### src/mps_cfg.svh
/*
 * Constants of the modem power sequencer: timing counts and counter width.
 * Assumes a 20 MHz core clock and inclusion by the sequencer files only.
 */
// What this block does
// RULE1: Host applies rail, then raises power request.
// RULE2: Command shutdown completes only after request drops.
// RULE3: Internal supply detect plus delay resets processor.
// RULE4: External reset holds; boot starts after release.
// RULE5: Boot pulses CTS on then off.
// RULE6: After init, enable interfaces and assert DSR.
// RULE7: CTS asserts after command interface initialises.
// RULE8: DCD asserts after network registration acknowledge.
// RULE9: Request drop: deregister, drop DCD, save, drop DSR.
// RULE10: Host keeps rail up to ten seconds.
// RULE11: Battery indicator pulses fast during shutdown.
// RULE12: After deregistration, radio power control switches off.
// RULE13: After shutdown, settings survive; may stay powered.
// RULE14: Reset after shutdown gives cold start, flushes settings.
// RULE15: Clock alarm wakes modem, which re-registers; code registers only while host request is high.
// RULE16: Request drop detaches then near-zero power.
`ifndef MPS_CFG_SVH
`define MPS_CFG_SVH

// ----------------------------------------------------------------
// Timing
// ----------------------------------------------------------------
`define MPS_CLK_HZ          20000000
`define MPS_RST_DELAY_US    100
`define MPS_RST_DELAY_CYC   ((`MPS_RST_DELAY_US * 20) > 0 ? (`MPS_RST_DELAY_US * 20) : 1)
`define MPS_CTS_PULSE_US    10
`define MPS_CTS_PULSE_CYC   ((`MPS_CTS_PULSE_US * 20) > 0 ? (`MPS_CTS_PULSE_US * 20) : 1)
`define MPS_BLINK_MS        50
`define MPS_BLINK_CYC       (`MPS_BLINK_MS * 20000)
`define MPS_CNT_W           24

`endif

### src/mps_pkg.sv
/*
 * Types of the modem power sequencer.
 * Assumes nothing beyond a SystemVerilog compiler.
 */
package mps_pkg;

    typedef enum logic [3:0] {
        MPS_OFF,
        MPS_RESET_DLY,
        MPS_BOOT_CTS,
        MPS_INIT,
        MPS_HOST_INIT,
        MPS_REGISTER,
        MPS_ONLINE,
        MPS_DEREG,
        MPS_SAVE,
        MPS_DONE
    } mps_state_t;

endpackage

### src/mps_sync.sv
/*
 * Two-flop synchroniser for pin inputs, one per bit.
 * Assumes the inputs are asynchronous to clk_i.
 */
module mps_sync #(
    parameter int W = 1
) (
    // Clock and reset
    input  wire logic         clk_i,
    input  wire logic         reset_n_i,
    // Data
    input  wire logic [W-1:0] d_i,
    output logic      [W-1:0] q_o
);

    logic [W-1:0] meta_r;
    logic [W-1:0] q_r;

    always_ff @(posedge clk_i or negedge reset_n_i) begin
        if (!reset_n_i) begin
            meta_r <= '0;
            q_r    <= '0;
        end else begin
            meta_r <= d_i;
            q_r    <= meta_r;
        end
    end

    assign q_o = q_r;

endmodule

### src/mps_seq.sv
/*
 * Power-on, reset and soft-shutdown sequencer of the radio modem.
 * Assumes firmware handshakes (init done, network ack, save done) arrive
 * as levels or pulses on clk_i; supply, request and reset pins from the host pass a synchroniser, the command pin does not.
 */
`include "mps_cfg.svh"

module mps_seq #(
    parameter int RST_DELAY_CYC = `MPS_RST_DELAY_CYC,
    parameter int CTS_PULSE_CYC = `MPS_CTS_PULSE_CYC,
    parameter int BLINK_CYC     = `MPS_BLINK_CYC
) (
    // Clock and reset
    input  wire logic clk_i,
    input  wire logic reset_n_i,
    // Host pins
    input  wire logic supply_ok_i,
    input  wire logic host_power_request_i,
    input  wire logic host_reset_input_n_i,
    input  wire logic host_shutdown_cmd_i,
    // Firmware and radio handshakes
    input  wire logic init_ok_i,
    input  wire logic host_if_ok_i,
    input  wire logic net_reg_ack_i,
    input  wire logic dereg_done_i,
    input  wire logic save_done_i,
    input  wire logic rtc_alarm_i,
    // Status lines to host
    output logic      dsr_o,
    output logic      cts_o,
    output logic      dcd_o,
    output logic      batt_led_o,
    // Internal controls
    output logic      cpu_reset_n_o,
    output logic      if_enable_o,
    output logic      radio_power_o,
    output logic      settings_valid_o,
    output logic      save_strobe_o,
    output logic      shutdown_pending_o
);

    // ----------------------------------------------------------------
    // Pin synchronisers
    // ----------------------------------------------------------------
    logic [2:0] pins_s;
    logic       supply_s;
    logic       preq_s;
    logic       hrst_n_s;

    mps_sync #(
        .W (3)
    ) u_sync (
        .clk_i     (clk_i),
        .reset_n_i (reset_n_i),
        .d_i       ({supply_ok_i, host_power_request_i, host_reset_input_n_i}),
        .q_o       (pins_s)
    );

    assign supply_s = pins_s[2];
    assign preq_s   = pins_s[1];
    assign hrst_n_s = pins_s[0];

    // ----------------------------------------------------------------
    // Sequencer state
    // ----------------------------------------------------------------
    mps_pkg::mps_state_t            state_r;
    mps_pkg::mps_state_t            state_nxt;
    logic [`MPS_CNT_W-1:0]          cnt_r;
    logic [`MPS_CNT_W-1:0]          cnt_nxt;
    logic [`MPS_CNT_W-1:0]          blink_r;
    logic [`MPS_CNT_W-1:0]          blink_nxt;
    logic                           dsr_r;
    logic                           dsr_nxt;
    logic                           cts_r;
    logic                           cts_nxt;
    logic                           dcd_r;
    logic                           dcd_nxt;
    logic                           led_r;
    logic                           led_nxt;
    logic                           cpu_rst_n_r;
    logic                           cpu_rst_n_nxt;
    logic                           if_en_r;
    logic                           if_en_nxt;
    logic                           radio_r;
    logic                           radio_nxt;
    logic                           saved_r;
    logic                           saved_nxt;
    logic                           save_stb_r;
    logic                           save_stb_nxt;
    logic                           cmd_pend_r;
    logic                           cmd_pend_nxt;

    always_comb begin
        state_nxt     = state_r;
        cnt_nxt       = cnt_r;
        blink_nxt     = blink_r;
        dsr_nxt       = dsr_r;
        cts_nxt       = cts_r;
        dcd_nxt       = dcd_r;
        led_nxt       = 1'b0;
        cpu_rst_n_nxt = cpu_rst_n_r;
        if_en_nxt     = if_en_r;
        radio_nxt     = radio_r;
        saved_nxt     = saved_r;
        save_stb_nxt  = 1'b0;
        cmd_pend_nxt  = cmd_pend_r | host_shutdown_cmd_i;

        // RULE3: Supply loss resets.
        if (!supply_s) begin
            state_nxt     = mps_pkg::MPS_OFF;
            cnt_nxt       = '0;
            dsr_nxt       = 1'b0;
            cts_nxt       = 1'b0;
            dcd_nxt       = 1'b0;
            cpu_rst_n_nxt = 1'b0;
            if_en_nxt     = 1'b0;
            radio_nxt     = 1'b0;
            cmd_pend_nxt  = 1'b0;
        // RULE4: External reset holds.
        end else if (!hrst_n_s) begin
            state_nxt     = mps_pkg::MPS_RESET_DLY;
            cnt_nxt       = '0;
            dsr_nxt       = 1'b0;
            cts_nxt       = 1'b0;
            dcd_nxt       = 1'b0;
            cpu_rst_n_nxt = 1'b0;
            if_en_nxt     = 1'b0;
            radio_nxt     = 1'b0;
            cmd_pend_nxt  = 1'b0;
            // RULE14: Cold start flush.
            saved_nxt     = 1'b0;
        end else begin
            unique case (state_r)
                mps_pkg::MPS_OFF: begin
                    // RULE1: Request starts power-up.
                    // RULE15: Alarm wakes modem.
                    if (preq_s || rtc_alarm_i) begin
                        state_nxt = mps_pkg::MPS_RESET_DLY;
                        cnt_nxt   = '0;
                    end
                end
                mps_pkg::MPS_RESET_DLY: begin
                    // RULE3: Reset delay counter.
                    if (cnt_r >= `MPS_CNT_W'(RST_DELAY_CYC - 1)) begin
                        cpu_rst_n_nxt = 1'b1;
                        radio_nxt     = 1'b1;
                        cts_nxt       = 1'b1;
                        cnt_nxt       = '0;
                        state_nxt     = mps_pkg::MPS_BOOT_CTS;
                    end else begin
                        cnt_nxt = cnt_r + 1'b1;
                    end
                end
                mps_pkg::MPS_BOOT_CTS: begin
                    // RULE5: Boot CTS pulse.
                    if (cnt_r >= `MPS_CNT_W'(CTS_PULSE_CYC - 1)) begin
                        cts_nxt   = 1'b0;
                        state_nxt = mps_pkg::MPS_INIT;
                    end else begin
                        cnt_nxt = cnt_r + 1'b1;
                    end
                end
                mps_pkg::MPS_INIT: begin
                    // RULE6: Interfaces and DSR.
                    if (init_ok_i) begin
                        if_en_nxt = 1'b1;
                        dsr_nxt   = 1'b1;
                        state_nxt = mps_pkg::MPS_HOST_INIT;
                    end
                end
                mps_pkg::MPS_HOST_INIT: begin
                    // RULE7: CTS after host interface.
                    if (host_if_ok_i) begin
                        cts_nxt   = 1'b1;
                        state_nxt = mps_pkg::MPS_REGISTER;
                    end
                end
                mps_pkg::MPS_REGISTER: begin
                    // RULE8: DCD on network ack.
                    if (!preq_s) begin
                        state_nxt = mps_pkg::MPS_DEREG;
                    end else if (net_reg_ack_i) begin
                        dcd_nxt   = 1'b1;
                        state_nxt = mps_pkg::MPS_ONLINE;
                    end
                end
                mps_pkg::MPS_ONLINE: begin
                    // RULE2: Command waits for request drop.
                    if (!preq_s) begin
                        state_nxt = mps_pkg::MPS_DEREG;
                    end
                end
                mps_pkg::MPS_DEREG: begin
                    // RULE9: Deregister then drop DCD.
                    if (dereg_done_i) begin
                        dcd_nxt      = 1'b0;
                        cts_nxt      = 1'b0;
                        // RULE12: Radio power off.
                        radio_nxt    = 1'b0;
                        save_stb_nxt = 1'b1;
                        state_nxt    = mps_pkg::MPS_SAVE;
                    end
                end
                mps_pkg::MPS_SAVE: begin
                    // RULE9: Save then drop DSR.
                    if (save_done_i) begin
                        saved_nxt    = 1'b1;
                        dsr_nxt      = 1'b0;
                        if_en_nxt    = 1'b0;
                        cmd_pend_nxt = host_shutdown_cmd_i;
                        state_nxt    = mps_pkg::MPS_DONE;
                    end
                end
                mps_pkg::MPS_DONE: begin
                    // RULE13: Idle, settings kept.
                    if (preq_s || rtc_alarm_i) begin
                        state_nxt     = mps_pkg::MPS_RESET_DLY;
                        cnt_nxt       = '0;
                        cpu_rst_n_nxt = 1'b0;
                    end
                end
                default: begin
                    state_nxt = mps_pkg::MPS_OFF;
                end
            endcase
        end

        // RULE11: Fast battery blink.
        if (state_r == mps_pkg::MPS_DEREG || state_r == mps_pkg::MPS_SAVE) begin
            if (blink_r >= `MPS_CNT_W'(BLINK_CYC - 1)) begin
                blink_nxt = '0;
                led_nxt   = ~led_r;
            end else begin
                blink_nxt = blink_r + 1'b1;
                led_nxt   = led_r;
            end
        end else begin
            blink_nxt = '0;
        end
    end

    always_ff @(posedge clk_i or negedge reset_n_i) begin
        if (!reset_n_i) begin
            state_r     <= mps_pkg::MPS_OFF;
            cnt_r       <= '0;
            blink_r     <= '0;
            dsr_r       <= 1'b0;
            cts_r       <= 1'b0;
            dcd_r       <= 1'b0;
            led_r       <= 1'b0;
            cpu_rst_n_r <= 1'b0;
            if_en_r     <= 1'b0;
            radio_r     <= 1'b0;
            saved_r     <= 1'b0;
            save_stb_r  <= 1'b0;
            cmd_pend_r  <= 1'b0;
        end else begin
            state_r     <= state_nxt;
            cnt_r       <= cnt_nxt;
            blink_r     <= blink_nxt;
            dsr_r       <= dsr_nxt;
            cts_r       <= cts_nxt;
            dcd_r       <= dcd_nxt;
            led_r       <= led_nxt;
            cpu_rst_n_r <= cpu_rst_n_nxt;
            if_en_r     <= if_en_nxt;
            radio_r     <= radio_nxt;
            saved_r     <= saved_nxt;
            save_stb_r  <= save_stb_nxt;
            cmd_pend_r  <= cmd_pend_nxt;
        end
    end

    // ----------------------------------------------------------------
    // Outputs
    // ----------------------------------------------------------------
    // The command only arms shutdown; the host must still drop its request.
    assign dsr_o              = dsr_r;
    assign cts_o              = cts_r;
    assign dcd_o              = dcd_r;
    assign batt_led_o         = led_r;
    assign cpu_reset_n_o      = cpu_rst_n_r;
    assign if_enable_o        = if_en_r;
    assign radio_power_o      = radio_r;
    assign settings_valid_o   = saved_r;
    assign save_strobe_o      = save_stb_r;
    assign shutdown_pending_o = cmd_pend_r;

endmodule

### config.mk
export PLATFORM = sky130hd
export DESIGN_NAME = mps_seq
export DESIGN_NICKNAME = d
export VERILOG_FILES = /design/src/mps_pkg.sv /design/src/mps_sync.sv /design/src/mps_seq.sv
export VERILOG_INCLUDE_DIRS = /design/src
export SDC_FILE = /design/constraint.sdc
export NUM_CORES = 1
export LEC_CHECK = 0
export BUFFER_PORTS_ARGS = -buffer_cell sky130_fd_sc_hd__buf_2
export CAP_MARGIN = 20
export CORE_AREA = 3 3 92 94
export CTS_CLUSTER_SIZE = 8
export DETAILED_ROUTE_END_ITERATION = 10
export DIE_AREA = 0 0 95 97
export GPL_TIMING_DRIVEN = 1
export SETUP_SLACK_MARGIN = 0.4
export SYNTH_ARGS = -nofsm -noshare
export SYNTH_HDL_FRONTEND = slang
export SYNTH_SLANG_ARGS = --single-unit
### constraint.sdc
create_clock -name clk_i -period 2.6 [get_ports clk_i]
set_input_delay 0.39 -clock clk_i [delete_from_list [all_inputs] [get_ports clk_i]]
set_output_delay 0.39 -clock clk_i [all_outputs]
set_load 0.005 [all_outputs]
# == Word-level counts from Yosys, hierarchy flattened ==
# Index checks and enable logic that the tools add are counted.
# W data, S select, Z words.
# word_totals
register_bits,67
input_bits,12
output_inout_bits,10
wordCells,122
# classes
add_sub_neg,2
n_lt_le_gt_ge,3
eq_ne,31
muxes,58
bitwise,2
reduce_logical,12
# ops
operator,n
$mux W24,7
$pmux W24 S3,1
$ne A4 B4 Y1 const B,16
$add A24 B1 Y24 const B,2
$mux W4,12
$pmux W4 S9,1
$mux W1,32
$ge A24 B11 Y1 const B,1
$ge A24 B20 Y1 const B,1
$ge A24 B8 Y1 const B,1
$eq A4 B3 Y1 const B,4
$reduce_and A3 Y1,5
$ne A5 B5 Y1 const B,2
$reduce_and A9 Y1,1
$eq A4 B2 Y1 const B,2
$eq A4 B4 Y1 const B,2
$pmux W1 S2,4
$ne A6 B6 Y1 const B,1
$reduce_and A5 Y1,1
$eq A4 B1 Y1 const B,1
$logic_not A4 Y1,1
$ne A2 B2 Y1 const B,2
$pmux W1 S4,1
$reduce_and A4 Y1,1
5 further kinds,6

# == Logic depth before layout (Yosys ltp) ==
# Gate-level depths: netlist (run 1).
# depth
ltp_word,5
mapped_depth,8
depth_no_buf,7

# == By module ==
# A second synthesis (run 1) with hierarchy kept.
# unflattened
hier_cells,339
hier_area_um2,3241.9
# by_module_without_submodules
mod,instances,cells_per_inst,area_each_um2,seq_area_each_um2
mps_seq,1,333,3091.7,1526.5
mps_sync,1,6,150.1,150.1

# == Worst setup path before layout (run 1) ==
# OpenSTA, ideal clock, no wires.
# synth_path
path_kind,register to register
from,reg cnt_r[0]
to,reg state_r[0]
setup_ns,0.079
arrival_ns,2.224
required_ns,2.521
slack_ns,0.297
path_stages_with_launch,8
path_buffers,0
period_less_slack_ns,2.303
path_cell_list,dfrtp_1 -> ha_1 -> and3_4 -> o311a_4 -> or4_4 -> a211oi_4 -> a31o_4 -> mux2i_1
# synth_via
elab_chain_len,3
elab_cells_between_ends,5
cone_classes,order compare (2); eq/ne (2); reduce/logical (1)
# synth_lines
item,line_no,text
"start, declared",mps_seq.sv:68,logic [`MPS_CNT_W-1:0] cnt_r;
"start signal, assigned",mps_seq.sv:259,cnt_r <= cnt_nxt;
$ge A24 B8 Y1 / $ge A24 B11 Y1 (equally long branches),"mps_seq.sv:156, mps_seq.sv:144",
$ne A4 B4 Y1 (no line),--,
$reduce_and A9 Y1 (no line) (*),--,
"end signal, assigned",mps_seq.sv:244,state_r <= mps_pkg::MPS_OFF;
"end signal, assigned",mps_seq.sv:258,state_r <= state_nxt;
"end, declared",mps_seq.sv:66,mps_pkg::mps_state_t state_r;
# Mark *: on every way between the ends. The rest lies on a longest branch, timed or not.
# A chain may end at the register's enable or synchronous reset.

# == Final worst setup path (run 1) ==
# Ends and elaborated chain as after synthesis.

==> results.json, run 1 <==
{
  "drc": 0,
  "antenna_left": 0,
  "drt_iter0_markers": 97,
  "outcome": "finished, final reports clean",
  "critical_path_arrival_ns": 2.47,
  "powerDensity_nw_per_um2": 526,
  "viasPerCell": 5.33,
  "cts_tree": "done",
  "synth.cell_area_um2": 3310,
  "drive_above_1_share": 0.221,
  "root_buffer": "clkbuf_8",
  "diodes": 0,
  "synthArstFlopShare": 1.00,
  "ys_types": 59,
  "track_usage": 0.166,
  "synth-edff-count": 0,
  "max_freq_mhz": 451,
  "nFillCells": 705,
  "vias": 2591,
  "grt_pass1_vias": 2538,
  "hold_buffers": 0,
  "setup_ws_ns": 0.382,
  "critPathLaunchType": "flop",
  "setup_viol_count_final": 0,
  "clkTransAtPathRegs_ns": 0.08,
  "finalWeightedCongestion": 0.857,
  "die_x_um": 95,
  "synth-main-ff-cell": "dfrtp_1",
  "fin_cells": 486,
  "grt_max_degree": 68,
  "antenna_found_initial": 0,
  "grt_overflow": 0,
  "peakVddDrop_mv": 0.301,
  "cap_violations": 0,
  "cp-end-kind": "flop",
  "grt_pass1_wl_mm": 12.1,
  "utilization": 0.504,
  "maxSlewViolCount": 0,
  "coreArea_um2": 7730,
  "htreeDepth": 3,
  "critical_path_class": "flop to flop",
  "area_growth_pct": 17.6,
  "period_minus_slack_ns": 2.22,
  "timing.final.crit_share": 0.853,
  "power_mw": 2.05,
  "place_ws_ns": 0.263,
  "cts_buffer_depth": 2,
  "crit_fanout": 3,
  "p_leak_nw": 1.66,
  "port_buffers": 21,
  "syn_avg_cell_area_um2": 9.74,
  "io_pins": 22,
  "ys_seq_area_frac": 0.506,
  "ys_warn_count": 0,
  "clk_latency_ns": 0.34,
  "avgRoutedWirePerCell_um": 14.0,
  "hold_class": "primary input to asynchronous set/reset pin",
  "num_rows": 32,
  "fin_nets": 393,
  "syn_inst": 340,
  "crit_required_ns": 2.85,
  "die_area_um2": 9220,
  "skew_ns": 0.0120,
  "r2r_slack_ns": 0.38,
  "drt-total-wl_mm": 6.81,
  "post-place-cells": 461,
  "dp_hpwl_mm": 4.65,
  "r2r_start": "cnt_r[0]$_DFFE_PN0P_",
  "reg2reg_depth": 7,
  "rr_endpoint": "state_r[0]$_DFFE_PN0P_",
  "die_h_um": 97,
  "hold_viol": 0,
  "fin_setup_tns_ns": 0,
  "cts_buffers": 9,
  "drt_pass1_iterations": 4,
  "initial_core_util": 0.428,
  "clock_sinks": 67,
  "synth-seq-cells": 67,
  "rsz0062_at_grt": "yes"
}
[sequential cells by signal, indices dropped and copies added, names as in the netlist]
signal and cells:
batt_led_o 1, blink_r 24, cnt_r 24, cpu_reset_n_o 1, cts_o 1, dcd_o 1
if_enable_o 1, radio_power_o 1, save_strobe_o 1, settings_valid_o 1, shutdown_pending_o 1, state_r 4
u_sync.meta_r 3, u_sync.q_o 3
[cell usage after synthesis, types with 2 or more instances]
master / n / share of area
nand3_1: 23 / 0.035
nand2b_1: 2 / 0.0038
a21o_1: 2 / 0.0045
nand4_1: 5 / 0.0094
mux2i_1: 2 / 0.0060
clkbuf_1: 8 / 0.0091
and2_1: 2 / 0.0038
nor4_1: 6 / 0.011
dfrtp_1: 67 / 0.51
and3_1: 9 / 0.017
nor2b_1: 6 / 0.011
nor3_1: 10 / 0.015
and4_1: 4 / 0.011
a31oi_1: 6 / 0.011
o41ai_1: 2 / 0.0053
buf_2: 3 / 0.0045
and3_2: 2 / 0.0045
inv_1: 11 / 0.012
ha_1: 2 / 0.0076
a22oi_1: 3 / 0.0068
nand2_1: 15 / 0.017
nor3b_1: 2 / 0.0045
a211oi_1: 2 / 0.0045
a21oi_1: 14 / 0.021
buf_4: 2 / 0.0045
xnor2_1: 11 / 0.029
or4_1: 3 / 0.0068
nor2_1: 64 / 0.073
o21a_1: 4 / 0.0091
a22o_1: 2 / 0.0053
a2111o_1: 2 / 0.0068
mux2_2: 2 / 0.0068
o21ai_0: 9 / 0.014
xor2_1: 8 / 0.021
[logic make-up (layout without fill, tap and decap cells)]
logic type / after synthesis / count (layout) / share of synthesized area
buffers and inverters: 25 / 66 / 0.0321
AOI/OAI and AO/OA: 61 / 61 / 0.142
and+or+nand+nor: 161 / 161 / 0.248
DFF: 67 / 67 / 0.506
xor gates and xnor gates: 19 / 19 / 0.0503
muxes: 4 / 4 / 0.0128
other: 1 / 4 / 0.00113
adders and majority gates: 2 / 2 / 0.00756
[power breakdown]
| group | total, mW | internal, mW | switching [mW] |
|---|---|---|---|
| Combinational | 0.166 | 0.0673 | 0.0989 |
| Clock | 0.805 | 0.399 | 0.406 |
| Sequential | 1.08 | 1.06 | 0.0185 |
[worst max-delay path, cell delays in order (launching register included)]
cell and delay, ns:
dfrtp_1 0.42, ha_4 0.18, and3_4 0.15, o311a_4 0.31
or4_4 0.49, a211oi_4 0.27, a31o_4 0.14, mux2i_1 0.17
[cells in the final DEF (no fill, tap or decap), types with 3 or more instances in the layout]
cell      count
and3_2        3
or4_1         3
and4_1        4
nand4_1       5
nor2_1       63
a21oi_1      13
nor2b_1       6
dfrtp_1      65
o21a_1        4
o21ai_0       7
nand2_1      14
nor4_1        4
conb_1        4
nor3_1       10
xnor2_1      11
a31oi_1       6
inv_1        11
nand3_1      22
clkbuf_8     11
buf_4        17
and3_1        8
xor2_1        8
a22oi_1       3
buf_2        21
[area by class of cell]
cell class	instances	area (µm²)	share of cell area
clock buffers	11	151	0.0389
clock inverters	5	37.5	0.00964
inverters	11	41.3	0.0106
multi-input cells	251	1610	0.412
flip-flops and latches	67	1680	0.431
well taps	102	128	0.0328
repair buffers	39	253	0.0649
[per-stage QoR]
| step | instance area (µm²) | hold slack, ns |
|---|---|---|
| after global routing | 3890 | 0.0637 |
| after floorplan | 3320 | 0.0944 |
| after global placement | 3570 | 0.332 |
| final | 3890 | 0.0229 |
| after detailed placement | 3570 | 0.339 |
| after CTS | 3810 | 0.0644 |
[timing repair]
item | in CTS | in global routing
setup buffers | 5 | 4
pin swaps | 3 | 3
resized for setup | 5 | 12
setup endpoints to repair | 7 | 40
[routing by layer]
metal | vias to the layer above | part of all wire | GRT usage
met3 | 12 | 0.038 | 0.0552
met5 | - | 0 | 0
met2 | 41 | 0.46 | 0.240
met4 | 0 | 0.018 | 0.0566
met1 | 1249 | 0.48 | 0.231
li1 | 1289 | - | -
[worst max path at each step]
stage                               from                     end  slack [ns]  cells past startpoint
floorplan           cnt_r[1]$_DFFE_PN0P_  state_r[0]$_DFFE_PN0P_        0.42                      7
global placement    cnt_r[1]$_DFFE_PN0P_  state_r[0]$_DFFE_PN0P_        0.33                      7
detailed placement  cnt_r[1]$_DFFE_PN0P_  state_r[0]$_DFFE_PN0P_        0.26                      7
CTS                 cnt_r[0]$_DFFE_PN0P_  state_r[0]$_DFFE_PN0P_        0.35                      7
global route        cnt_r[0]$_DFFE_PN0P_  state_r[0]$_DFFE_PN0P_        0.28                      7
finish              cnt_r[0]$_DFFE_PN0P_  state_r[0]$_DFFE_PN0P_        0.38                      7
Note: power is estimated with default switching activity, not from simulation.
==> inputs of run 2 (changes only) <==
- GPL_TIMING_DRIVEN: 1 -> 0
==> results.json, run 2 (synthesis gave the netlist of run 1 again) <==
{
  "mostFrequentLayoutCells": "66 x dfrtp_1, 57 x nor2_1, 24 x buf_2, 21 x nand3_1, 14 x nand2_1",
  "critical_path_class": "flop to flop",
  "critPathLaunchType": "flop",
  "grt_pass1_vias": 2482,
  "cts_tree": "done",
  "clkTransAtPathRegs_ns": 0.09,
  "peakVddDrop_mv": 0.236,
  "diodes": 0,
  "avgRoutedWirePerCell_um": 14.1,
  "hold_viol": 0,
  "grt_max_degree": 68,
  "antenna_left": 0,
  "fin_hold_ws_ns": 0.130,
  "drt-total-wl_mm": 6.92,
  "clock_sinks": 67,
  "powerDensity_nw_per_um2": 522,
  "maxSlewViolCount": 0,
  "port_buffers": 21,
  "fin_nets": 398,
  "drt_pass1_iterations": 5,
  "dp_hpwl_mm": 4.59,
  "period_minus_slack_ns": 2.22,
  "antenna_found_initial": 0,
  "p_leak_nw": 1.70,
  "reg2reg_depth": 7,
  "skew_ns": 0.0139,
  "die_h_um": 97,
  "die_x_um": 95,
  "clk_latency_ns": 0.36,
  "slew-limit-headroom": 0.460,
  "cts_buffers": 9,
  "viasPerCell": 5.27,
  "rsz0062_at_grt": "yes",
  "io_pins": 22,
  "critical_path_arrival_ns": 2.51,
  "initial_core_util": 0.428,
  "finalWeightedCongestion": 0.828,
  "fin_setup_tns_ns": 0,
  "die_area_um2": 9220,
  "tightestPinTransition_ns": 0.810,
  "outcome": "finished, final reports clean",
  "coreArea_um2": 7730,
  "reg.largest.list": "blink_r (24), cnt_r (24), state_r (4)",
  "track_usage": 0.165,
  "max_freq_mhz": 451,
  "area_growth_pct": 20.9,
  "timing.final.crit_share": 0.853,
  "layout_commonest_cell": "dfrtp_1",
  "drive_above_1_share": 0.267,
  "num_rows": 32,
  "drt_iter0_markers": 95,
  "grt_pass1_wl_mm": 12.0,
  "crit_fanout": 3,
  "grt_overflow": 0,
  "cap_violations": 0,
  "htreeDepth": 3,
  "hold_class": "primary input to asynchronous set/reset pin",
  "crit_required_ns": 2.89,
  "vias": 2588,
  "root_buffer": "clkbuf_8",
  "drc": 0,
  "setup_viol_count_final": 0,
  "cts_buffer_depth": 2,
  "cp-end-kind": "flop"
}
run 2: cell types whose count changed in the layout (fill, tap and decap cells not counted), sizes merged:
cell      before  now
clkinv         3    1
buf           39   38
clkbuf        11   15
inv           11   16
clkinvlp       2    1
run 2: what timing repair did:
item,CTS,global route
gates resized for setup,15,38
pin swaps,3,8
hold buffers,0,0
setup buffers,5,4
setup endpoints to repair,43,50
run 2: final cells by class:
class	count	area [µm²]
well taps	102	128
plain buffers	14	83.8
clock inverters	7	65.1
clock buffers	9	124
inverters	11	41.3
fillers	697	3730
repair buffers	30	179
flip-flops and latches	67	1680
multi-input cells	251	1700
run 2: metrics by stage:
step	power, mW	utilization	std cells	setup slack (ns)	instance area, µm²
6_report	2.09	0.518	491	0.382	4000
3_3_place_gp	1.24	0.460	466	0.244	3560
5_1_grt	2.19	0.518	491	0.309	4000
3_5_place_dp	1.24	0.461	466	0.250	3560
4_1_cts	2.11	0.498	487	0.330	3850
2_1_floorplan	1.18	-	343	0.420	3320
run 2: worst max-delay path, stage by stage (launching register included):
cell      delay, ns
dfrtp_1        0.42
ha_4           0.18
and3_4         0.15
o311a_4        0.31
or4_4          0.49
a211oi_4       0.30
a31o_4         0.15
mux2i_1        0.16
run 2: metal layers:
| layer | GRT usage | vias up | wire [µm] |
|---|---|---|---|
| li1 | - | 1299 | - |
| met1 | 0.231 | 1241 | 3310 |
| met2 | 0.241 | 37 | 3220 |
| met3 | 0.0575 | 11 | 301 |
| met4 | 0.0444 | 0 | 82 |
| met5 | 0 | - | 0 |
run 2: power by group:
group          switching, mW  internal, mW  total [mW]
Combinational          0.115        0.0667       0.181
Clock                  0.466         0.370       0.836
Sequential            0.0120          1.06        1.07
run 2: path summary, 6_finish.rpt:
path | start | endpoint | slack, ns
max | cnt_r[0]$_DFFE_PN0P_ | state_r[0]$_DFFE_PN0P_ | 0.38
min in group clk_i | host_power_request_i | u_sync.meta_r[1]$_DFF_PN0_ | 0.13
min | reset_n_i | dcd_o$_DFFE_PN0P_ | 0.13
max in group asynchronous | reset_n_i | state_r[3]$_DFFE_PN0P_ | 1.91
min reg2reg | u_sync.meta_r[0]$_DFF_PN0_ | u_sync.q_o[0]$_DFF_PN0_ | 0.35
max reg2reg | cnt_r[0]$_DFFE_PN0P_ | state_r[0]$_DFFE_PN0P_ | 0.38
==> inputs of run 3 (changes only) <==
- CORE_AREA: 3 3 92 94 -> 3 3 91 93
- DIE_AREA: 0 0 95 97 -> 0 0 94 96
- SYNTH_HIERARCHICAL: not set -> 1
==> results.json, run 3 <==
{
  "outcome": "finished, final reports clean",
  "diodes": 0,
  "drt-total-wl_mm": 6.94,
  "syn_avg_cell_area_um2": 9.56,
  "ys_types": 55,
  "hold_buffers": 0,
  "netlist.area_leader.share": 0.517,
  "clock_sinks": 67,
  "dp_hpwl_mm": 4.57,
  "reg.largest.list": "blink_r (24), cnt_r (24), state_r (4)",
  "synthArstFlopShare": 1.00,
  "drt_iter0_markers": 105,
  "yosysTopAreaCell": "dfrtp_1",
  "fin_area_um2": 3990,
  "ys_warn_count": 6,
  "track_usage": 0.166,
  "cts_tree": "done",
  "cts_buffer_depth": 2,
  "tightestPinTransition_ns": 0.844,
  "switching_share": 0.237,
  "area_growth_pct": 23.0,
  "setup_ws_ns": 0.397,
  "fin_nets": 396,
  "peakVddDrop_mv": 0.265,
  "cp-end-kind": "flop",
  "cap_violations": 0,
  "crit_fanout": 6,
  "synth.cell_area_um2": 3240,
  "ys_top_cells_by_count": "67 x dfrtp_1, 53 x nor2_1, 26 x nand2_1",
  "grt_pass1_vias": 2504,
  "avgRoutedWirePerCell_um": 14.2,
  "die_x_um": 94,
  "max_freq_mhz": 454,
  "port_buffers": 21,
  "synth-edff-count": 0,
  "ff_latch_area_um2": 1680,
  "maxSlewViolCount": 0,
  "p_switching_mw": 0.512,
  "setup_viol_count_final": 0,
  "num_rows": 32,
  "power_frac_clock": 0.450,
  "synth-main-ff-cell": "dfrtp_1",
  "p_comb_frac": 0.059,
  "place_ws_ns": 0.0553,
  "htreeDepth": 3,
  "drive_above_1_share": 0.220,
  "critPathLaunchType": "flop",
  "cts_buffers": 9,
  "fin_setup_tns_ns": 0,
  "synth_area_leaders": "dfrtp_1 52%, nor2_1 6.1%, xnor2_1 3.8%",
  "skew_ns": 0.0122,
  "rsz0062_at_grt": "yes",
  "viasPerCell": 5.24,
  "yosysMostFrequentCell": "dfrtp_1",
  "internal-power_mw": 1.65,
  "seq_power_share": 0.491,
  "timing.final.crit_share": 0.847,
  "clkTransAtPathRegs_ns": 0.08,
  "antenna_left": 0,
  "critical_path_arrival_ns": 2.46,
  "die_area_um2": 9020,
  "hold_viol": 0,
  "ys_seq_area_frac": 0.517,
  "slew-limit-headroom": 0.437,
  "post-place-cells": 465,
  "synth-seq-cells": 67,
  "grt_max_degree": 68,
  "crit_required_ns": 2.86,
  "vias": 2560,
  "powerDensity_nw_per_um2": 542,
  "grt_overflow": 0,
  "drt_pass1_iterations": 4,
  "nFillCells": 721,
  "mostFrequentLayoutCells": "65 x dfrtp_1, 51 x nor2_1, 26 x nand2_1, 25 x buf_2, 16 x nand3_1",
  "multi_input_area_um2": 1670,
  "fin_cells": 489,
  "antenna_found_initial": 0,
  "coreArea_um2": 7610,
  "critical_path_class": "flop to flop",
  "clk_latency_ns": 0.34,
  "syn_inst": 339,
  "hold_class": "primary input to asynchronous set/reset pin",
  "period_minus_slack_ns": 2.20,
  "drc": 0,
  "finalWeightedCongestion": 0.795,
  "layout_commonest_cell": "dfrtp_1",
  "p_leak_nw": 1.67,
  "root_buffer": "clkbuf_8",
  "grt_pass1_wl_mm": 11.8,
  "io_pins": 22,
  "initial_core_util": 0.426,
  "fin_hold_ws_ns": 0.153,
  "dpl_cell_area_um2": 3490,
  "die_h_um": 96
}
==> run 3: changes by cell type in the layout (fill, tap and decap cells not counted), sizes merged, moves of 3 or more <==
cell / delta
or2: +3
a31oi: +4
nand2: +11
inv: -7
nor2: -11
nand3: -6
xnor2: +3
nand2b: +3
xor2: +4
and3: -5
==> run 3: worst paths after layout <==
path | startpoint | endpoint | slack [ns] | depth (start not counted)
max | cnt_r[1]$_DFFE_PN0P_ | cnt_r[8]$_DFFE_PN0P_ | 0.40 | 7
min | reset_n_i | cpu_reset_n_o$_DFFE_PN0P_ | 0.15 | 1
max reg2reg | cnt_r[1]$_DFFE_PN0P_ | cnt_r[8]$_DFFE_PN0P_ | 0.40 | 7
min reg2reg | u_sync/meta_r[0]$_DFF_PN0_ | u_sync/q_o[0]$_DFF_PN0_ | 0.35 | 0
max in group asynchronous | reset_n_i | state_r[1]$_DFFE_PN0P_ | 1.84 | 1
min in group clk_i | host_power_request_i | u_sync/meta_r[1]$_DFF_PN0_ | 0.16 | 1
==> run 3: per-layer routing <==
layer / wire length (µm) / GRT usage
met1: 3400 / 0.230
met2: 3280 / 0.260
met3: 179 / 0.0328
met5: 0 / 0
met4: 76 / 0.0602
==> run 3: power groups by stage <==
stage | Combinational [mW] | Sequential, mW | Clock, mW
floorplan | 0.0572 | 1.08 | 0
global placement | 0.105 | 1.08 | 0
detailed placement | 0.107 | 1.08 | 0
CTS | 0.122 | 1.06 | 0.998
global route | 0.143 | 1.06 | 1.04
finish | 0.127 | 1.06 | 0.972
==> run 3: cell type report <==
type | instances | area share
sequential | 67 | 0.421
tap | 102 | 0.0320
clock inverter | 7 | 0.0251
timing repair buffer | 29 | 0.0424
clock buffer | 9 | 0.0311
multi-input combinational | 254 | 0.419
inverter | 7 | 0.00659
buffer | 14 | 0.0232
==> run 3: per-stage QoR <==
stage               utilization  total power [mW]
detailed placement        0.459              1.19
floorplan                     -              1.14
global route              0.524              2.25
CTS                       0.508              2.18
global placement          0.458              1.19
finish                    0.524              2.16
==> run 3: logic make-up (layout without fill, tap and decap cells) <==
kind of cell | after synthesis | count (layout) | share of synthesized area
buffers and inverters | 21 | 66 | 0.0282
adder cells (fa/ha/maj) | 2 | 2 | 0.00772
AND/OR/NAND/NOR | 162 | 162 | 0.252
XOR/XNOR | 26 | 26 | 0.0702
AO/OA/AOI/OAI | 59 | 59 | 0.120
other | 1 | 4 | 0.00116
multiplexers | 1 | 1 | 0.00347
flip-flops | 67 | 67 | 0.517
==> run 3: what timing repair did <==
item,4_1_cts,5_1_grt
pin swaps,3,5
gates cloned,2,0
setup buffers,3,3
setup endpoints to repair,38,38
gates resized for setup,25,27
endpoints found under the hold margin,0,0
==> run 3: worst max-delay path, stage by stage (launching register included) <==
cell and delay [ns]:
dfrtp_1 0.42, ha_4 0.19, a311oi_4 0.29, and4b_1 0.24
or4b_4 0.49, nor3b_4 0.20, o21bai_1 0.17, a21oi_1 0.14
